[src/inc/ocu_pkg.sv]
// Operation
// - Each channel compares the 16-bit count with its value every cycle.
// - A match sets the channel flag one timer clock later.
// - Flag with enable set raises interrupt; flag clears when interrupt serviced.
// - Writing one to the flag bit clears it; zero leaves it.
// - Channel A compare value can serve as counter TOP.
// - Compare value buffered in the twelve PWM modes, direct in normal and clear-on-match.
// - Buffered value moves to active register only at TOP or BOTTOM.
// - CPU writes reach the buffer when buffering, else the active register.
// - Only CPU writes change the value; high byte reads return register directly.
// - High byte write loads latch; low byte write commits both bytes together.
// - Force strobe in non-PWM modes updates output like an up-counting match, no flag.
// - Count write suppresses matches in the following timer clock cycle.
// - Waveform output bit keeps its value across mode changes.
// - Output action select is unbuffered and applies at the next match.
// - Reset clears every waveform output bit to zero.
// - Nonzero action select makes waveform output override the port value.
// - Action select zero leaves the waveform output unchanged on match.
// - Action select does not affect input capture.
// - Waveform select zero is normal mode, non-PWM, counting up.
// - Waveform select 4 and 12 are clear-on-match, TOP from A or capture.
package ocu_pkg;
	localparam int          CNT_W       = 16;
	localparam int          NCH         = 2;
	localparam logic [15:0] VALUE_RST   = 16'h0000;
	localparam logic [7:0]  LATCH_RST   = 8'h00;
	localparam logic [3:0]  WGM_NORMAL  = 4'h0;
	localparam logic [3:0]  WGM_CTC_A   = 4'h4;
	localparam logic [3:0]  WGM_CTC_CAP = 4'hC;
	localparam logic [3:0]  WGM_RSVD    = 4'hD;
	localparam logic [1:0]  ACT_NONE    = 2'h0;
	localparam logic [1:0]  ACT_TOGGLE  = 2'h1;
	localparam logic [1:0]  ACT_CLEAR   = 2'h2;
	localparam logic [1:0]  ACT_SET     = 2'h3;
endpackage : ocu_pkg

[src/ocu_top.sv]
`timescale 1ns/1ps
// Two-channel output compare unit of a 16-bit timer.
module ocu_top #(
	parameter int NCH = ocu_pkg::NCH
) (
	input  wire logic             ref_clk,
	input  wire logic             resetn,
	input  wire logic             tick,
	input  wire logic [15:0]      timer_count,
	input  wire logic             up_count,
	input  wire logic             at_top,
	input  wire logic             at_bottom,
	input  wire logic             count_write,
	input  wire logic [3:0]       waveform_select,
	input  wire logic [NCH-1:0]   wr_high,
	input  wire logic [NCH-1:0]   wr_low,
	input  wire logic [7:0]       wr_data,
	input  wire logic [NCH-1:0]   rd_sel,
	input  wire logic [NCH-1:0]   flag_clear,
	input  wire logic [NCH-1:0]   irq_ack,
	input  wire logic [NCH-1:0]   force_match_strobe,
	input  wire logic [NCH-1:0]   compare_irq_enable_wr,
	input  wire logic [NCH-1:0]   compare_irq_enable_in,
	input  wire logic [NCH*2-1:0] output_action_wr_data,
	input  wire logic [NCH-1:0]   output_action_wr,
	input  wire logic [NCH-1:0]   port_value,
	input  wire logic [NCH-1:0]   pin_direction_bit,
	output logic      [15:0]      rd_word,
	output logic      [NCH-1:0]   compare_match_flag,
	output logic      [NCH-1:0]   compare_irq,
	output logic      [NCH-1:0]   wave_output,
	output logic      [NCH-1:0]   pin_out,
	output logic      [NCH-1:0]   pin_oe,
	output logic      [15:0]      top_from_a
);
	typedef struct packed {
		logic [7:0]       latch;
		logic             blk;
		logic [NCH-1:0]   ien;
		logic [NCH*2-1:0] oas;
		logic [15:0]      rd;
		logic [NCH-1:0]   irq;
		logic [NCH-1:0]   pout;
		logic [NCH-1:0]   poe;
		logic [15:0]      topa;
	} ocu_top_s;
	ocu_top_s        st, next_st;
	logic            pwm_mode;
	logic            nonpwm_mode;
	logic [15:0]     cv   [NCH];
	logic [15:0]     view [NCH];
	logic [NCH-1:0]  flg;
	logic [NCH-1:0]  wav;

	////////////////////////////////////////////////////////////////////
	// Mode decode: twelve PWM codes, the rest non-PWM
	function automatic logic is_pwm(input logic [3:0] w);
		return !(w == ocu_pkg::WGM_NORMAL || w == ocu_pkg::WGM_CTC_A ||
			w == ocu_pkg::WGM_CTC_CAP || w == ocu_pkg::WGM_RSVD);
	endfunction : is_pwm

	assign pwm_mode    = is_pwm(waveform_select);
	assign nonpwm_mode = !is_pwm(waveform_select);

	////////////////////////////////////////////////////////////////////
	// Channels
	generate
		for (genvar i = 0; i < NCH; i++) begin : g_ch
			ocu_channel u_ch (
				.ref_clk              (ref_clk),
				.resetn               (resetn),
				.tick                 (tick),
				.pwm_mode             (pwm_mode),
				.nonpwm_mode          (nonpwm_mode),
				.at_top               (at_top),
				.at_bottom            (at_bottom),
				.timer_count          (timer_count),
				.block_match          (st.blk),
				.wr_low               (wr_low[i]),
				.wr_word              ({st.latch, wr_data}),
				.flag_clr             (flag_clear[i]),
				.irq_ack              (irq_ack[i]),
				.force_match_strobe   (force_match_strobe[i]),
				.output_action_select (st.oas[2*i +: 2]),
				.up_count             (up_count),
				.compare_value        (cv[i]),
				.cpu_view             (view[i]),
				.compare_match_flag   (flg[i]),
				.wave_output          (wav[i]),
				.match                ()
			);
		end
	endgenerate

	assign compare_match_flag = flg;
	assign wave_output        = wav;
	assign rd_word            = st.rd;
	assign compare_irq        = st.irq;
	assign pin_out            = st.pout;
	assign pin_oe             = st.poe;
	assign top_from_a         = st.topa;

	////////////////////////////////////////////////////////////////////
	// Shared latch, blocking, controls, pin override
	always_comb begin
		next_st = st;
		if (|wr_high) begin
			next_st.latch = wr_data;
		end
		// Block holds until the next timer tick, even if the clock is stopped
		if (count_write) begin
			next_st.blk = 1'b1;
		end else if (tick) begin
			next_st.blk = 1'b0;
		end
		for (int i = 0; i < NCH; i++) begin
			if (compare_irq_enable_wr[i]) begin
				next_st.ien[i] = compare_irq_enable_in[i];
			end
			if (output_action_wr[i]) begin
				next_st.oas[2*i +: 2] = output_action_wr_data[2*i +: 2];
			end
			next_st.irq[i]  = flg[i] && st.ien[i];
			next_st.pout[i] = (st.oas[2*i +: 2] != ocu_pkg::ACT_NONE) ?
				wav[i] : port_value[i];
			next_st.poe[i]  = pin_direction_bit[i];
		end
		next_st.rd = 16'h0000;
		for (int i = 0; i < NCH; i++) begin
			if (rd_sel[i]) begin
				next_st.rd = view[i];
			end
		end
		next_st.topa = cv[0];
	end

	always_ff @(posedge ref_clk or negedge resetn) begin
		if (!resetn) begin
			st <= '0;
		end else begin
			st <= next_st;
		end
	end
endmodule : ocu_top

[src/ocu_channel.sv]
`timescale 1ns/1ps
// One compare channel: value store, buffer, flag, waveform bit.
module ocu_channel (
	input  wire logic        ref_clk,
	input  wire logic        resetn,
	input  wire logic        tick,
	input  wire logic        pwm_mode,
	input  wire logic        nonpwm_mode,
	input  wire logic        at_top,
	input  wire logic        at_bottom,
	input  wire logic [15:0] timer_count,
	input  wire logic        block_match,
	input  wire logic        wr_low,
	input  wire logic [15:0] wr_word,
	input  wire logic        flag_clr,
	input  wire logic        irq_ack,
	input  wire logic        force_match_strobe,
	input  wire logic [1:0]  output_action_select,
	input  wire logic        up_count,
	output logic      [15:0] compare_value,
	output logic      [15:0] cpu_view,
	output logic             compare_match_flag,
	output logic             wave_output,
	output logic             match
);
	typedef struct packed {
		logic [15:0] active;
		logic [15:0] buffer;
		logic        flag;
		logic        wave;
		logic        pend;
	} ocu_ch_s;
	ocu_ch_s st, next_st;
	logic    hit;
	logic    upd;

	////////////////////////////////////////////////////////////////////
	// Match and output action
	assign hit           = (timer_count == st.active) && !block_match;
	assign compare_value = st.active;
	assign cpu_view      = pwm_mode ? st.buffer : st.active;
	assign compare_match_flag = st.flag;
	assign wave_output   = st.wave;
	assign match         = hit;

	function automatic logic act(input logic cur, input logic [1:0] sel, input logic dir);
		logic r;
		r = cur;
		case (sel)
			ocu_pkg::ACT_NONE:   r = cur;
			ocu_pkg::ACT_TOGGLE: r = ~cur;
			ocu_pkg::ACT_CLEAR:  r = dir ? 1'b0 : 1'b1;
			ocu_pkg::ACT_SET:    r = dir ? 1'b1 : 1'b0;
			default:             r = cur;
		endcase
		return r;
	endfunction : act

	always_comb begin
		next_st = st;
		upd     = 1'b0;
		if (wr_low) begin
			if (pwm_mode) begin
				next_st.buffer = wr_word;
			end else begin
				next_st.active = wr_word;
				next_st.buffer = wr_word;
			end
		end
		if (tick) begin
			// Flag lands one timer clock after the match
			next_st.pend = hit;
			if (st.pend) begin
				upd = 1'b1;
			end
			if (hit) begin
				next_st.wave = act(st.wave, output_action_select, up_count);
			end
			if (pwm_mode && (at_top || at_bottom)) begin
				next_st.active = st.buffer;
			end
		end
		if (nonpwm_mode && force_match_strobe) begin
			next_st.wave = act(st.wave, output_action_select, 1'b1);
		end
		// Set beats clear when both land together
		if (flag_clr || irq_ack) begin
			next_st.flag = 1'b0;
		end
		if (upd) begin
			next_st.flag = 1'b1;
		end
	end

	always_ff @(posedge ref_clk or negedge resetn) begin
		if (!resetn) begin
			st <= '{active: ocu_pkg::VALUE_RST, buffer: ocu_pkg::VALUE_RST,
				flag: 1'b0, wave: 1'b0, pend: 1'b0};
		end else begin
			st <= next_st;
		end
	end
endmodule : ocu_channel

[config.mk]
export PLATFORM = sky130hd
export DESIGN_NAME = ocu_top
export DESIGN_NICKNAME = d
export VERILOG_FILES = /design/src/inc/ocu_pkg.sv /design/src/ocu_top.sv /design/src/ocu_channel.sv
export SDC_FILE = /design/constraint.sdc
export NUM_CORES = 1
export LEC_CHECK = 0
export ABC_AREA = 1
export BUFFER_PORTS_ARGS = -buffer_cell sky130_fd_sc_hd__buf_4
export CAP_MARGIN = 25
export CORE_ASPECT_RATIO = 0.6
export CORE_MARGIN = 2
export CORE_UTILIZATION = 51
export DETAILED_ROUTE_END_ITERATION = 8
export GPL_ROUTABILITY_DRIVEN = 1
export PLACE_DENSITY = 0.76
export SLEW_MARGIN = 20
export SYNTH_ARGS = -nofsm -noshare
export SYNTH_HDL_FRONTEND = slang
export SYNTH_HIERARCHICAL = 1
export SYNTH_SLANG_ARGS = --single-unit
[constraint.sdc]
create_clock -name ref_clk -period 1.2 [get_ports ref_clk]
set_input_delay 0.12 -clock ref_clk [delete_from_list [all_inputs] [get_ports ref_clk]]
set_output_delay 0.12 -clock ref_clk [all_outputs]
set_load 0.05 [all_outputs]
* Word-level counts from Yosys, hierarchy flattened
Index checks and enable logic that the tools add are counted.
** Storage, ports and cells
- Flip-flop bits (word level) :: 123
- Input port bits :: 61
- Logic and storage cells :: 104
** Operators by class
- Equal/unequal tests :: 15
- Multiplexer cells :: 36
- Bitwise operators :: 2
- Reductions and logical operators :: 30
** Operators by type and width (count)
- 16-bit two-way mux :: 10
- 32-bit two-way mux :: 2
- 16-bit equality test :: 2
- 1-bit two-way mux :: 18
- 2-bit nonzero test :: 9
- 1-bit case mux with 3 select lines :: 4
- 2-bit equality test (second input constant) :: 4
- 4-bit equality test (second input constant) :: 2
- 2-bit inequality test (second input constant) :: 4
- 4-bit AND reduction :: 2
- 1-bit logical AND :: 7
- 1-bit logical OR :: 6
- 2-bit by 1-bit equality test with 1-bit output (second input constant) :: 2
- 4-bit by 3-bit equality test with 1-bit output (second input constant) :: 1
- 2-bit zero test :: 2
- 4-bit zero test :: 1
- 2-bit two-way mux :: 2
- 1-bit zero test :: 2
- 1-bit NOT :: 2
- 2-bit OR reduction :: 1

* Depth between registers and ports, before layout
- Depth after elaboration :: 8
- Depth in mapped cells :: 11
- Gate-level depth less buffers :: 11

* Cells and area by module
Netlist, hierarchy kept.
** Modules (own cells, without submodules)
- ocu_channel :: times used 2, cells each 296, area an instance 2118.3 µm²
- ocu_top :: times used 1, cells each 211, area an instance 2120.8 µm²

* Least setup slack after synthesis
Ideal clock, no wire load.
- Path type :: register to register
- Start :: register g_ch[0].u_ch.st (netlist bit g_ch[0].u_ch/compare_value[15])
- End :: register g_ch[0].u_ch.st (netlist bit g_ch[0].u_ch/wave_output)
- Data arrival time :: 1.025 ns
- Data required time :: 1.081 ns
- Setup slack :: 0.055 ns
- Stages on the path, launching flop included :: 11
- Clock period less this slack :: 1.145 ns
- Cell sequence :: dfrtp_1 -> inv_2 -> nor2_1 -> nor2_1 -> nand3_1 -> nor2_1 -> nand3_2 -> nand2_2 -> nand3_2 -> nand2_1 -> nand2_1
** On the way
- Cells in the longest elaborated chain, start to end :: 4
** Ends and longest elaborated chain
- start: declaration :: line ocu_channel.sv:33 : ocu_ch_s st, next_st;
- start signal: assignment :: line ocu_channel.sv:97 : st <= '{active: ocu_pkg::VALUE_RST, buffer: ocu_pkg::VALUE_RST,
- start signal: assignment :: line ocu_channel.sv:100 : st <= next_st;
- 16-bit equality test * :: line ocu_channel.sv:39 : assign hit = (timer_count == st.active) && !block_match;
- 1-bit logical AND * :: line ocu_channel.sv:39
- 2-bit inequality test (no line) / 2-bit nonzero test (equally long branches)
- 4-bit AND reduction (no line) *
Every way passes the cells marked *; elsewhere a longest branch is shown, timed or not.
A chain may end at the register's enable or synchronous reset.

* Worst setup path after layout
- Start :: register g_ch[1].u_ch.st (netlist bit g_ch[1].u_ch/compare_value[5])
- End :: register g_ch[1].u_ch.st (netlist bit g_ch[1].u_ch/wave_output)
** On the way
- Cells in the longest elaborated chain, start to end :: 4
** Ends and longest elaborated chain (line)
- start: declaration :: ocu_channel.sv:33
- start signal: assignment :: ocu_channel.sv:97
- start signal: assignment :: ocu_channel.sv:100
- 16-bit equality test * :: ocu_channel.sv:39
- 1-bit logical AND * :: ocu_channel.sv:39
- 2-bit inequality test (no line) / 2-bit nonzero test (equally long branches)
- 4-bit AND reduction (no line) *
Marks and branches as above.

==> key figures <==
Run status
  • Status: complete, but fails checks
  • Failing checks: setup timing

Min path
  • Min-Delay Path Class: in2reg
  • Min-delay src: wr_low[1]
  • Hold path depth: 2
  • Worst Hold End: g_ch[1].u_ch/st[11]

Critical path
  • Setup crit start kind: register
  • CP max stage cell: dfrtp_1
  • Crit. End Element: register
  • Critical Path AT: approximately 1.7 ns
  • Worst R2R Path Depth: 11
  • Required @ worst endpoint: 1.50 ns
  • Reg2Reg Capture Point: g_ch[1].u_ch/wave_output
  • Critical path peak fanout: 2
  • Flop2flop setup slack: -0.16 ns
  • Worst path cell trace: inv_2, nand2_2, nand2_1, nor2_1, nand2_1, nor2_1, nand3_2, nand2_2, nand3_2, nand2_1, nand2_1
  • Launch point of the worst reg-to-reg path: g_ch[1].u_ch/compare_value[5]
  • Setup Crit Path Kind: reg2reg
  • CP peak stage delay: ~0.36 ns
  • Most frequent CP cell: nand2_1

Placement
  • I/O Buffers: 102
  • Detail Placement HPWL: ~12000 um
  • DP Area: 0.007206 mm^2
  • RePlAce Congestion: 0.8524

Final layout
  • Share of post-route cells with drive strength above 1: between 20 and 30%
  • Ant. Diodes: 0
  • P&R area growth vs syn: 32.38%
  • Final instance area: about 0.008 mm^2
  • Final nets: 975

Floorplan
  • IO Pins: 103
  • Die area: 0.01314 mm^2
  • Initial core utilization: between 50 and 60%
  • Chip Width: 146.7 um
  • Core Rows: 31
  • Die height: 89.61 um
  • Area of the core: 0.01199 mm^2

STA
  • Period minus WS final: between 1 and 1.5 ns
  • Setup ws final: -0.1594 ns
  • Rel. slew slack: 62.80%
  • Max Transition Viols Final: 0
  • Fin Hold WS: between 0.03 and 0.04 ns
  • Setup-failing EPs final: 2
  • Fmax: 0.7356 GHz
  • Final period util: 113.3%
  • RSZ-0062 raised after global routing: yes
  • Max Clock Skew: ~0.006 ns
  • Worst slew pin tran: 0.5559 ns
  • Final Hold Viols: 0

Route
  • DR vias: 5493
  • Vias/cell: 5.030
  • Wirelength, routed: roughly 17000 um
  • Remaining DRCs: 0
  • DR iter-0 viols: 607
  • First-pass detailed-route iteration total: 7
  • Drt wl/cell: between 15 and 20 um
  • Routed Antenna Nets: 0

Power and ir drop
  • P_sw: 4.436 mW
  • Static leakage: 4.387 nW
  • Flop pwr share: 35.4%
  • P_int: 9.957 mW
  • Power Density: 1745 mW/mm^2
  • Switching Fraction: 30.82%
  • Peak supply drop: between 1000 and 1500 uV
  • Logic gate share of total power: about a quarter
  • Clock power share: about two fifths

Clock tree
  • CTS tree: built
  • Clk buf depth: 2
  • Clock-pin slew on the worst setup and hold paths: 0.05 ns
  • H-tree depth: 4
  • CTS root buf: clkbuf_16
  • Num Clock Sinks: about 120
  • Num CTS Buffers: 17
  • Clock Latency Late Sink: 0.42 ns

Global routing
  • Largest net degree at the start of global routing: 33
  • GRT Util Overall: roughly 27%
  • Overflow after GRT: 0
  • Number of global-route vias before repair: 5296
  • Global-route wire length before repair: 26920 um
  • Initial antenna violation count: 0

Job
  • Max Cap Viol: 0

Yosys
  • Synthesized area: ~0.0062 mm^2
  • Mapped Nets: between 800 and 900
  • Synth Instances: between 700 and 800
  • Syn_area_per_cell: 7.936 um^2
  • Ys Warns: 6
## power by group through the flow
stage,registers (mW),logic [mW],clock network (mW)
floorplan,5.11,2.35,0
global placement,5.11,3.37,0
detailed placement,5.14,3.42,0
CTS,5.08,3.57,5.71
global route,5.15,3.98,5.90
finish,5.09,3.66,5.65
## timing repair
item | 4_1_cts | 5_1_grt
resized for setup | 4 | 14
endpoints found under the hold margin | 158 | 3
setup endpoints to repair | 4 | 12
setup buffers | 2 | 4
cloned | 0 | 0
pin swaps | 2 | 7
hold buffers | 33 | 3
## how the worst max path moves through the flow
stage                                  startpoint                  endpoint  slack (ns)  cells after the start
floorplan                g_ch[0].u_ch/wave_output  g_ch[0].u_ch/wave_output        0.06                      5
global placement               waveform_select[3]                rd_word[1]       -0.17                      8
detailed placement  g_ch[0].u_ch/compare_value[7]  g_ch[0].u_ch/wave_output       -0.19                     10
CTS                 g_ch[0].u_ch/compare_value[7]  g_ch[0].u_ch/wave_output       -0.16                     11
global route        g_ch[0].u_ch/compare_value[5]  g_ch[0].u_ch/wave_output       -0.28                     11
finish              g_ch[1].u_ch/compare_value[5]  g_ch[1].u_ch/wave_output       -0.16                     11
## worst max-delay path: cells and delay by family (launching register included)
family | cells | cell delay (ns)
simple gates | 10 | 0.83
flops | 1 | 0.36
buf+inv | 1 | 0.05
## cells in the final DEF, fill, tap and decap left out, types with 3 or more instances in the layout
master / instances
nor2_2: 5
o21ai_0: 88
buf_4: 151
o21ai_1: 16
dfrtp_1: 123
inv_1: 100
nand2_2: 13
nor2_1: 19
clkinvlp_4: 3
nand4_1: 4
o211ai_1: 30
nand2_1: 257
dlygate4sd3_1: 30
nand3_2: 5
xnor2_1: 8
clkbuf_16: 17
inv_2: 12
bufinv_16: 5
buf_12: 11
nand3_1: 6
## flip-flops by register name, summed over array words and instances, names as in the netlist
name                          flops
pin_oe                            2
pin_out                           2
compare_irq                       2
rd_word                          16
g_ch.u_ch/wave_output             2
g_ch.u_ch/st                     34
g_ch.u_ch/compare_match_flag      2
g_ch.u_ch/compare_value          32
st                               15
top_from_a                       16
## cell type report
| class | count | area (um^2) |
|---|---|---|
| Sequential cell | 123 | 3078 |
| Timing Repair Buffer | 193 | 1665 |
| Tap cell | 165 | 206.4 |
| Inverter | 112 | 420.4 |
| Fill cell | 906 | 3739 |
| Clock buffer | 21 | 460.4 |
| Clock inverter | 11 | 191.4 |
| Multi-Input combinational cell | 467 | 2225 |
## routing by layer
metal	vias to the layer above	GRT usage [%]	routed length (um)
met5	-	0	0
met4	0	8.032	233
met1	2572	38.62	7725
met3	23	8.636	1703
met2	231	39.99	7142
li1	2667	-	-
## through the flow
step           setup WS, ns  instances  setup TNS, ns  power, mW  utilization (%)
2_1_floorplan       0.06406        785              0      7.468                -
3_3_place_gp        -0.1726       1024         -3.387      8.484            60.12
3_5_place_dp        -0.1905       1024         -3.775      8.560            60.12
4_1_cts             -0.1631       1091        -0.3078      14.36            68.48
5_1_grt             -0.2799       1092        -0.6623      15.03            68.81
6_report            -0.1594       1092        -0.3134      14.39            68.81
(Power assumes the default switching activity.)
